[config.mk]
export PLATFORM = sky130hd
export DESIGN_NAME = cpps_pilot_sequencer
export DESIGN_NICKNAME = d
export VERILOG_FILES = /design/src/core/cpps_level_filter.v /design/src/core/cpps_pilot_sequencer.v
export VERILOG_INCLUDE_DIRS = /design/src /design/src/include
export SDC_FILE = /design/constraint.sdc
export NUM_CORES = 1
export LEC_CHECK = 0
export ABC_AREA = 1
export BUFFER_PORTS_ARGS = -buffer_cell sky130_fd_sc_hd__buf_2
export CAP_MARGIN = 30
export CORE_MARGIN = 2
export CORE_UTILIZATION = 62
export CTS_CLUSTER_DIAMETER = 40
export DETAILED_ROUTE_END_ITERATION = 7
export GPL_TIMING_DRIVEN = 0
export PLACE_DENSITY = 0.86
export SYNTH_ARGS = -nofsm -noshare
export SYNTH_HDL_FRONTEND = slang
export SYNTH_SLANG_ARGS = --single-unit
[constraint.sdc]
create_clock -name clk -period 18.75 [get_ports clk]
set_input_delay 0.9375 -clock clk [delete_from_list [all_inputs] [get_ports clk]]
set_output_delay 0.9375 -clock clk [all_outputs]
set_load 0.03 [all_outputs]
[src/include/cpps_defs.vh]
// Constants for the control pilot PWM sequencer
`ifndef CPPS_DEFS_VH
`define CPPS_DEFS_VH

// ****************************************
// Timing
// ****************************************
`define CPPS_CLK_HZ 25000000
`define CPPS_PWM_HZ 1000
`define CPPS_PERIOD_TICKS (`CPPS_CLK_HZ / `CPPS_PWM_HZ)
`define CPPS_HALF_TICKS (`CPPS_PERIOD_TICKS / 2)
`define CPPS_DUTY_MIN_PCT 7'h03
`define CPPS_DUTY_MAX_PCT 7'h61
`define CPPS_DUTY_HLS_PCT 7'h05
`define CPPS_MATCH_COUNT 4

// ****************************************
// Drive modes
// ****************************************
`define CPPS_MODE_HIGH 2'h0
`define CPPS_MODE_LOW 2'h1
`define CPPS_MODE_PWM 2'h2

// ****************************************
// Connection states
// ****************************************
`define CPPS_ST_A 3'h0
`define CPPS_ST_B 3'h1
`define CPPS_ST_C 3'h2
`define CPPS_ST_D 3'h3
`define CPPS_ST_E 3'h4

// ****************************************
// Reset thresholds, midway between levels
// ****************************************
`define CPPS_THR_AB_RST 16'hD000
`define CPPS_THR_BC_RST 16'hB000
`define CPPS_THR_CD_RST 16'h9000
`define CPPS_THR_DE_RST 16'h7000

`endif

[src/core/cpps_level_filter.v]
// Pilot level classifier with consecutive-sample debounce
`timescale 1ns/1ps
`default_nettype none
`include "cpps_defs.vh"
module cpps_level_filter #(
   parameter MATCH = `CPPS_MATCH_COUNT
) (
   input wire clk,
   input wire rst,
   input wire sampleValid,
   input wire [15:0] sample,
   input wire [15:0] thrAB,
   input wire [15:0] thrBC,
   input wire [15:0] thrCD,
   input wire [15:0] thrDE,
   output reg [2:0] level
);
   reg [2:0] rawLevel;
   reg [2:0] candidate;
   reg [3:0] matchCount;

   // Classify against thresholds, highest voltage first
   always @* begin
      if (sample >= thrAB)
         rawLevel = `CPPS_ST_A;
      else if (sample >= thrBC)
         rawLevel = `CPPS_ST_B;
      else if (sample >= thrCD)
         rawLevel = `CPPS_ST_C;
      else if (sample >= thrDE)
         rawLevel = `CPPS_ST_D;
      else
         rawLevel = `CPPS_ST_E;
   end

   // Accept a level only after MATCH equal samples in a row
   always @(posedge clk or posedge rst) begin
      if (rst) begin
         candidate <= `CPPS_ST_A;
         matchCount <= 4'h0;
         level <= `CPPS_ST_A;
      end else if (sampleValid) begin
         if (rawLevel != candidate) begin
            candidate <= rawLevel;
            matchCount <= 4'h1;
         end else if (matchCount < MATCH[3:0]) begin
            matchCount <= matchCount + 4'h1;
            if (matchCount + 4'h1 == MATCH[3:0])
               level <= candidate;
         end
      end
   end
endmodule // cpps_level_filter
`default_nettype wire

[src/core/cpps_pilot_sequencer.v]
// Control pilot PWM generator, ADC trigger and connection state tracker
`timescale 1ns/1ps
`default_nettype none
`include "cpps_defs.vh"
module cpps_pilot_sequencer #(
   parameter CNT_W = 16,
   parameter PERIOD_TICKS = `CPPS_PERIOD_TICKS,
   parameter MATCH = `CPPS_MATCH_COUNT
) (
   input wire clk,
   input wire rst,
   input wire supplyFault,
   input wire chargeAllow,
   input wire [6:0] dutyPct,
   input wire [1:0] trigSelect,
   input wire extTrigA,
   input wire extTrigB,
   input wire adcDone,
   input wire [15:0] adcResult,
   input wire [15:0] thrAB,
   input wire [15:0] thrBC,
   input wire [15:0] thrCD,
   input wire [15:0] thrDE,
   output reg pilotPwmDrive,
   output reg midOnAdcTrigger,
   output wire adcConvStart,
   output wire adcSingleEnded,
   output reg [1:0] driveMode,
   output wire [2:0] pilotState,
   output reg charging,
   output reg highLevelOffer,
   output reg dutyRejected
);
   // ****************************************
   // Derived counter constants
   // ****************************************
   localparam [31:0] HALF = PERIOD_TICKS / 2;
   localparam [31:0] START_WIDE = 32'h0 - HALF;
   localparam [31:0] END_WIDE = HALF - 32'h1;
   // Counter is narrower than the integer maths; keep only the low bits
   localparam [CNT_W-1:0] START_VAL = START_WIDE[CNT_W-1:0];
   localparam [CNT_W-1:0] PERIOD_END_VAL = END_WIDE[CNT_W-1:0];
   localparam [CNT_W-1:0] TRIGGER_VAL = {CNT_W{1'b0}};

   reg [CNT_W-1:0] pwmCount;
   reg [CNT_W-1:0] riseCompareValue;
   reg [CNT_W-1:0] fallCompareValue;
   reg [CNT_W-1:0] riseShadow;
   reg [CNT_W-1:0] fallShadow;
   reg [1:0] modeShadow;
   reg [6:0] dutyUsed;
   reg [CNT_W-1:0] halfOn;
   reg [31:0] halfOnWide;
   reg [1:0] next_mode;
   reg next_charging;
   wire [2:0] level;
   wire periodEnd;
   wire dutyOk;

   // ****************************************
   // Connection state filtering
   // ****************************************
   cpps_level_filter #(
      .MATCH(MATCH)
   ) uLevel (
      .clk(clk),
      .rst(rst),
      .sampleValid(adcDone),
      .sample(adcResult),
      .thrAB(thrAB),
      .thrBC(thrBC),
      .thrCD(thrCD),
      .thrDE(thrDE),
      .level(level)
   );
   // Every result is used whatever the drive mode
   assign pilotState = level;
   // Converter always runs single-ended, 16-bit results
   assign adcSingleEnded = 1'b1;

   // ****************************************
   // Duty to compare value conversion
   // ****************************************
   // Out-of-range duty is refused and the old setting kept
   assign dutyOk = (dutyPct >= `CPPS_DUTY_MIN_PCT) && (dutyPct <= `CPPS_DUTY_MAX_PCT);

   // Half on-time in ticks, symmetric about zero
   always @* begin
      halfOnWide = (PERIOD_TICKS * dutyUsed) / 200;
      halfOn = halfOnWide[CNT_W-1:0];
   end

   // Remember the last accepted duty; rejected values flag an error
   always @(posedge clk or posedge rst) begin
      if (rst) begin
         dutyUsed <= 7'h05;
         dutyRejected <= 1'b0;
      end else begin
         dutyRejected <= !dutyOk;
         if (dutyOk)
            dutyUsed <= dutyPct;
      end
   end

   // Shadow compare values, only rise and fall follow the duty
   always @(posedge clk or posedge rst) begin
      if (rst) begin
         riseShadow <= {CNT_W{1'b0}};
         fallShadow <= {CNT_W{1'b0}};
      end else begin
         riseShadow <= {CNT_W{1'b0}} - halfOn;
         fallShadow <= halfOn;
      end
   end

   // ****************************************
   // Connection sequencing
   // ****************************************
   // Drive mode follows fault, vehicle level and supply permission
   always @* begin
      next_mode = `CPPS_MODE_HIGH;
      next_charging = 1'b0;
      if (supplyFault) begin
         next_mode = `CPPS_MODE_LOW;
      end else begin
         case (level)
            `CPPS_ST_A: begin
               next_mode = `CPPS_MODE_HIGH;
            end
            `CPPS_ST_B: begin
               // Vehicle present but not ready, or charge ended
               next_mode = `CPPS_MODE_HIGH;
            end
            `CPPS_ST_C: begin
               // Ready vehicle; pulses only if supply allows
               if (chargeAllow) begin
                  next_mode = `CPPS_MODE_PWM;
                  next_charging = 1'b1;
               end
            end
            `CPPS_ST_D: begin
               next_mode = `CPPS_MODE_HIGH;
            end
            default: begin
               // Error level is not acted on beyond holding idle
               next_mode = `CPPS_MODE_HIGH;
            end
         endcase
      end
   end

   // Requested mode and charging status registers
   always @(posedge clk or posedge rst) begin
      if (rst) begin
         modeShadow <= `CPPS_MODE_HIGH;
         charging <= 1'b0;
      end else begin
         modeShadow <= next_mode;
         charging <= next_charging;
      end
   end

   // ****************************************
   // Centre-aligned counter
   // ****************************************
   assign periodEnd = (pwmCount == PERIOD_END_VAL);

   // Count up through zero, reload at period end
   always @(posedge clk or posedge rst) begin
      if (rst)
         pwmCount <= START_VAL;
      else if (periodEnd)
         pwmCount <= START_VAL;
      else
         pwmCount <= pwmCount + {{(CNT_W-1){1'b0}}, 1'b1};
   end

   // Load mode and compares only at period start; avoids runt pulses
   always @(posedge clk or posedge rst) begin
      if (rst) begin
         driveMode <= `CPPS_MODE_HIGH;
         riseCompareValue <= {CNT_W{1'b0}};
         fallCompareValue <= {CNT_W{1'b0}};
         highLevelOffer <= 1'b0;
      end else if (periodEnd) begin
         driveMode <= modeShadow;
         riseCompareValue <= riseShadow;
         fallCompareValue <= fallShadow;
         // Five percent pulses tell the vehicle the modem is on offer
         highLevelOffer <= (modeShadow == `CPPS_MODE_PWM) &&
            (dutyUsed == `CPPS_DUTY_HLS_PCT);
      end
   end

   // ****************************************
   // Pilot output and trigger
   // ****************************************
   // Vehicle decodes frequency and duty of this drive
   always @(posedge clk or posedge rst) begin
      if (rst) begin
         pilotPwmDrive <= 1'b1;
      end else begin
         case (driveMode)
            `CPPS_MODE_HIGH: pilotPwmDrive <= 1'b1;
            `CPPS_MODE_LOW: pilotPwmDrive <= 1'b0;
            `CPPS_MODE_PWM: begin
               if (pwmCount == riseCompareValue)
                  pilotPwmDrive <= 1'b1;
               else if (pwmCount == fallCompareValue)
                  pilotPwmDrive <= 1'b0;
               // Low at period start so a switch from high mode gives no long pulse
               else if (periodEnd || (pwmCount == START_VAL))
                  pilotPwmDrive <= 1'b0;
            end
            default: pilotPwmDrive <= 1'b1;
         endcase
      end
   end

   // One-cycle pulse on zero crossing, every period in any mode
   always @(posedge clk or posedge rst) begin
      if (rst)
         midOnAdcTrigger <= 1'b0;
      else
         midOnAdcTrigger <= (pwmCount == TRIGGER_VAL);
   end

   // Trigger route mux into the converter start
   assign adcConvStart = (trigSelect == 2'h1) ? extTrigA :
                         (trigSelect == 2'h2) ? extTrigB : midOnAdcTrigger;
endmodule // cpps_pilot_sequencer
`default_nettype wire

==> summary.md, run 1 <==
| Metric | Value |
|---|---|
| Post-synth EDFFs | 0 |
| Filler cell count in the final layout | 1348 |
| Max incr delay on CP | 0.50 ns |
| Drt first pass iters | 5 |
| Total CTS buffers | 9 |
| Syn nets | 1633 |
| DR vias/cell | 5.23 |
| Pin count of the biggest net entering global routing | 78 |
| Worst slew margin | 0.513 |
| Hold Path Class | reg2reg |
| CP Capture Type | flip-flop |
| CP max FO | 10 |
| Critical Path RT | 18.97 ns |
| Gp weighted congestion | 0.944 |
| # hold bufs at CTS | 0 |
| Share of cells above drive strength 1 | 0.162 |
| Max_cap viols | 0 |
| Global-route wire length before repair | 36.7 mm |
| Synth Instances | 1410 |
| Port bufs | 106 |
| Final Hold Viols | 0 |
| Starting Density | 0.628 |
| Post-synth cell types | 57 |
| Commonest cells after routing, fill and taps aside | nand2_1, inv_1, ha_1 |
| Worst-Margin Slew | 0.712 ns |
| Via count of the routed design | 9153 |
| Count of pins over their slew limit | 0 |
| Vias in the first global route | 8622 |
| Antenna diode count | 0 |
| FMAX | 0.0835 GHz |
| Die footprint | 17000 µm² |
| Die Ht | 130 µm |
| Post-route DRC | 0 |
| Core Footprint | 15800 µm² |
| CTS clk-pin slew, worst paths | 0.07 ns |
| RSZ-0062 raised after global routing | false |
| Final min period | 11.97 ns |
| Post-route ant nets | 0 |
| Yosys reg bits | 101 |
| Yosys warnings | 0 |
| Placed cells | 1733 |
| Leading cell type in the layout, fill and taps excluded | nand2_1 |
| Synth Flop Type | dfrtp_1 |
| Overall Global Routing Usage | 0.263 |
| Final Non-Filler Cells | 1749 |
| Mux cell area share after synthesis | 0.00227 |
| PostCTS Resize Cnt | 0 |
| WL/cell | 12.5 µm |
| Post-DP HPWL | 17.6 mm |
| Post-Synthesis Cell Area | 9900 µm² |
| Die width | 130 µm |
| Rows | 46 |
| Post-CTS Setup Inserts | 0 |
| Final Skew | 0.00810 ns |
| Final WL | 21.8 mm |
| Nets | 1751 |
| Synth Area in Compound Gates | 0.0861 |
| Slowest cell on crit path | fa_1 |
| Syn Area/Cell | 7.02 µm² |
| CTS tree | built |
| CTS sink count | 101 |
| Clk_lat worst skew | 0.35 ns |
| CTS H-tree depth | 3 |
| 1st-iter DRT viols | 571 |
| Post-Route Setup TNS | 0 ns |
| Largest family of logic cells by synthesized area | simple AND/OR/NAND/NOR gates |
| Status | finished, final reports clean |
| Share of async-settable or async-resettable flops after synthesis | 1.00 |
| Crit path DAT | 12.19 ns |
| Seq/Total Area, Yosys | 0.257 |
| Synth Area in Simple Gates | 0.342 |
| Final setup fails | 0 |
| Synth Area in Adders | 0.166 |
| Initial antenna violation count | 0 |
| Dpl ws | 6.87 ns |
| P&R area growth vs syn | 11.7% |
| XOR/XNOR share of the synthesized area | 0.0407 |
| Max Root-Sink Buffers | 2 |
| Final Cycle Share | 0.638 |
| Startpoint Class | flip-flop |
| PnR worst setup slack | 6.78 ns |
| Most used cell, CP | nand2_2 |
| GRT overflow | 0 |
| Crit Path Category | reg2reg |
| I/O pin cnt | 108 |
| Clock root buffer | clkbuf_16 |
critical path, delay by kind of cell, from the launching register on:
kind,cells,cell delay (ns)
simple gates,77,8.75
flops,1,0.49
xor+xnor,1,0.14
buf+inv,5,0.35
fa+ha+maj,6,2.10
final cells by class:
class                           instances  area (µm²)  share of cell area
Multi-Input combinational cell       1030        6310               0.570
Sequential cell                       101        2540               0.230
Inverter                              264         993              0.0898
Timing Repair Buffer                  107         558              0.0504
Tap cell                              216         270              0.0244
Clock buffer                           10         239              0.0216
Clock inverter                          6        92.6             0.00837
Buffer                                 15        60.1             0.00543
through the flow:
step / utilization / hold slack (ns) / area [µm²]
2_1_floorplan: - / 0.418 / 9900
3_3_place_gp: 0.679 / 0.422 / 10700
3_5_place_dp: 0.681 / 0.425 / 10700
4_1_cts: 0.702 / 0.444 / 11100
5_1_grt: 0.702 / 0.463 / 11100
6_report: 0.702 / 0.441 / 11100
kinds of logic after synthesis:
family | count (synthesis)
AOI/OAI and AO/OA | 138
xor gates and xnor gates | 46
adders and majority gates | 127
buffers and inverters | 279
DFF | 101
muxes | 2
other | 1
and+or+nand+nor | 716
cells in the mapped netlist, drive strengths merged (9+ instances only):
master  count  area share
ha        120        0.15
clkbuf     14      0.0053
a21oi      32       0.017
xnor2      22       0.019
dfstp      12       0.032
xor2       24       0.021
nor2       85       0.036
inv       263        0.10
o211ai      9      0.0068
o21a       20       0.015
dfrtp      89        0.22
nand3     100       0.053
nor3       15      0.0092
nand4      45       0.035
nand2     456        0.20
o21ai      48       0.025
routing by layer:
metal | GRT usage | wire (µm) | vias up
li1 | - | - | 4748
met1 | 0.321 | 9320 | 4170
met2 | 0.475 | 11100 | 185
met3 | 0.0309 | 746 | 50
met4 | 0.103 | 624 | 0
met5 | 0 | 0 | -
sequential cells by signal, summed over array words and instances, names as in the netlist:
register	count
dutyUsed	7
driveMode	2
fallShadow	15
fallCompareValue	14
dutyRejected	1
modeShadow	1
highLevelOffer	1
pilotPwmDrive	1
charging	1
midOnAdcTrigger	1
riseShadow	15
uLevel.matchCount	4
uLevel.candidate	3
pwmCount	16
riseCompareValue	16
uLevel.level	3
final timing paths:
check                           cells after the start                    start                              end  slack (ns)
worst max-delay path                               89  dutyUsed[3]$_DFFE_PP0P_         riseShadow[14]$_DFF_PP0_        6.78
worst min-delay path                                2  riseShadow[1]$_DFF_PP0_  riseCompareValue[1]$_DFFE_PP0P_        0.44
worst max register to register                     89  dutyUsed[3]$_DFFE_PP0P_         riseShadow[14]$_DFF_PP0_        6.78
worst min register to register                      2  riseShadow[1]$_DFF_PP0_  riseCompareValue[1]$_DFFE_PP0P_        0.44
max in group asynchronous                           3                      rst            pwmCount[9]$_DFF_PP1_       17.48
min in group asynchronous                           2                      rst         driveMode[1]$_DFFE_PP0P_        0.56
Power of run 1 is left out: the tool's default activity adds up to more than one toggle a clock period on the data nets, which glitch-free logic cannot reach.
==> inputs of run 2 (changes only) <==
--- a/config.mk
+++ b/config.mk
@@ -10,11 +10,11 @@
 export BUFFER_PORTS_ARGS = -buffer_cell sky130_fd_sc_hd__buf_2
 export CAP_MARGIN = 30
 export CORE_MARGIN = 2
-export CORE_UTILIZATION = 62
+export CORE_UTILIZATION = 55
 export CTS_CLUSTER_DIAMETER = 40
 export DETAILED_ROUTE_END_ITERATION = 7
 export GPL_TIMING_DRIVEN = 0
-export PLACE_DENSITY = 0.86
+export PLACE_DENSITY = 0.8
 export SYNTH_ARGS = -nofsm -noshare
 export SYNTH_HDL_FRONTEND = slang
 export SYNTH_SLANG_ARGS = --single-unit
==> constraint.sdc (replaced) <==
create_clock -name clk -period 10.6 [get_ports clk]
set_input_delay 0.53 -clock clk [delete_from_list [all_inputs] [get_ports clk]]
set_output_delay 0.53 -clock clk [all_outputs]
set_load 0.03 [all_outputs]
==> run 2 against run 1 <==
Against the previous run:
- the run now ends with setup timing left
- flip-flop and latch count unchanged
- global-route usage down 1.3 points
- worst setup slack worse by 7.4 ns
- die area rose by 12%
- via count increased by 11%
- first-iteration DRC count rose by 20%
- core utilization up 1.4 points
- highest routed layer unchanged
- routed wire length grew 26%
- count of clock-buffer cells in the layout increased by 2
- non-clock buffer count grew 79
- maximum frequency increased by 6.5%
==> summary.md, run 2 (synthesis gave the netlist of run 1 again) <==
| Metric | Value |
|---|---|
| Die footprint | 19100 µm² (+12%) |
| Final min period | 11.24 ns (-0.734 ns) |
| P&R area growth vs syn | 29.0% |
| Post-route DRC | 0 (unchanged) |
| PnR worst setup slack | -0.636 ns (-7.42 ns) |
| Final Non-Filler Cells | 1841 (+5.3%) |
| Max layer used | met4 |
| RSZ-0062 raised after global routing | true |
| Wire length on met2 | 14.3 mm (+29%) |
| Final Hold Viols | 0 (unchanged) |
| Critical Path RT | 10.82 ns (-8.15 ns) |
| Commonest cells after routing, fill and taps aside | nand2_1, inv_1, ha_1 |
| Share of cells above drive strength 1 | 0.293 (+0.130) |
| Max Root-Sink Buffers | 2 (unchanged) |
| WL/cell | 14.9 µm (+20%) |
| Total CTS buffers | 9 (unchanged) |
| Startpoint Class | flip-flop |
| Most used cell, CP | nand2_1 |
| Post-DP HPWL | 18.0 mm (+1.9%) |
| Clk_lat worst skew | 0.34 ns (about the same) |
| Max incr delay on CP | 0.59 ns (+0.09 ns) |
| Finished Core Util | 0.716 (+0.0144) |
| Failing checks | setup timing |
| CP Launch Point | dutyUsed[2]$_DFFE_PP1P_ |
| Hold Path Class | in2async |
| Worst Path Buf+Inv | 14 (+9) |
| Worst R2R Path Depth | 84 (-5.6%) |
| Critical path's top delay family | simple AND/OR/NAND/NOR gates |
| Pin count of the biggest net entering global routing | 73 (-6.4%) |
| Worst slew margin | 0.331 (-0.182) |
| Post-Route Setup TNS | -2.74 ns (-2.74 ns) |
| Crit Path Category | reg2reg |
| CP max FO | 6 (-4) |
| # hold bufs at CTS | 0 (unchanged) |
| GRT overflow | 0 (unchanged) |
| Port bufs | 106 (unchanged) |
| Met1 WL | 10.8 mm (+15%) |
| CTS sink count | 101 (unchanged) |
| R2R Setup Slk | -0.64 ns (-7.42 ns) |
| Die width | 138 µm (+6.0%) |
| Final WL | 27.5 mm (+26%) |
| Overall Global Routing Usage | 0.250 (-0.0134) |
| Initial antenna violation count | 0 (unchanged) |
| I/O pin cnt | 108 (unchanged) |
| CP Capture Type | flip-flop |
| Slowest cell on crit path | fa_1 |
| FF-to-FF Start | dutyUsed[2]$_DFFE_PP1P_ |
| CTS H-tree depth | 3 (unchanged) |
| Rows | 49 (+6.5%) |
| CTS clk-pin slew, worst paths | 0.07 ns (about the same) |
| Met3 wire length | 1.25 mm (+67%) |
| Die Ht | 138 µm (+6.0%) |
| 1st-iter DRT viols | 687 (+20%) |
| Post-route ant nets | 0 (unchanged) |
| Largest regs | pwmCount x16, riseCompareValue x16 |
| Drt first pass iters | 5 (unchanged) |
| Placed cells | 1746 (+0.75%) |
| Status | finished with violations |
| Max_cap viols | 0 (unchanged) |
| Final Cycle Share | 1.06 (+0.422) |
| Crit path DAT | 11.45 ns (-0.74 ns) |
| Worst-Margin Slew | 0.996 ns (+0.284 ns) |
| Final setup fails | 6 (+6) |
| FMAX | 0.0890 GHz (+6.5%) |
| Nets | 1830 (+4.5%) |
| Gp weighted congestion | 0.929 (-1.6%) |
| Starting Density | 0.555 (-0.0729) |
| Clock root buffer | clkbuf_16 |
| CTS tree | built |
| Core Footprint | 17800 µm² (+13%) |
| Antenna diode count | 0 (unchanged) |
| Count of pins over their slew limit | 0 (unchanged) |
| Global-route wire length before repair | 40.8 mm (+11%) |
| DR vias/cell | 5.52 (+5.5%) |
| Leading cell type in the layout, fill and taps excluded | nand2_1 |
| Final Skew | 0.0101 ns (+0.00204 ns) |
| Via count of the routed design | 10200 (+11%) |
| R2r endpoint | riseShadow[14]$_DFF_PP0_ |
| Vias in the first global route | 9192 (+6.6%) |
## run 2: changes by cell type in the layout (fill, tap and decap cells not counted), sizes merged
cell / previous run / this run
buf: 108 / 187
bufinv: 2 / 0
clkbuf: 24 / 26
clkinv: 1 / 3
clkinvlp: 2 / 1
inv: 265 / 264
## run 2: how the worst max path moves through the flow
stage	cells past startpoint	endpoint	slack [ns]
global placement	88	riseShadow[14]$_DFF_PP0_	-0.98
detailed placement	86	riseShadow[14]$_DFF_PP0_	-1.27
floorplan	90	riseShadow[14]$_DFF_PP0_	0.44
finish	84	riseShadow[14]$_DFF_PP0_	-0.64
global route	76	riseShadow[14]$_DFF_PP0_	-1.14
CTS	90	riseShadow[14]$_DFF_PP0_	0.003
## run 2: repair_timing
action                                  4_1_cts  5_1_grt
resized for setup                            90      161
buffers inserted                             33       46
endpoints found under the setup margin       14       16
hold endpoints to repair                      0        0
pin swaps                                    45       91
## run 2: final cells by class
cell class                 instances  area [µm²]
buffer                            15        60.1
inverter                         264        1000
clock inverter                     4        30.0
fill                            1286        5070
sequential                       101        2550
multi-input combinational       1030        7410
timing repair buffer             186        1170
tap                              229         287
clock buffer                      12         267
## run 2: metal layers
layer,vias to the layer above,GRT usage
met5,-,0
met4,0,0.0773
met3,120,0.0256
met2,377,0.466
met1,4759,0.302
li1,4911,-
## run 2: through the flow
step	worst slack (ns)	hold WS (ns)	cell area [µm²]
2_1_floorplan	0.440	0.418	9900
4_1_cts	0.00264	0.176	11800
5_1_grt	-1.14	0.202	12800
3_3_place_gp	-0.980	0.423	10700
3_5_place_dp	-1.27	0.424	10700
6_report	-0.636	0.172	12800
Power of run 2 is left out for the same reason.
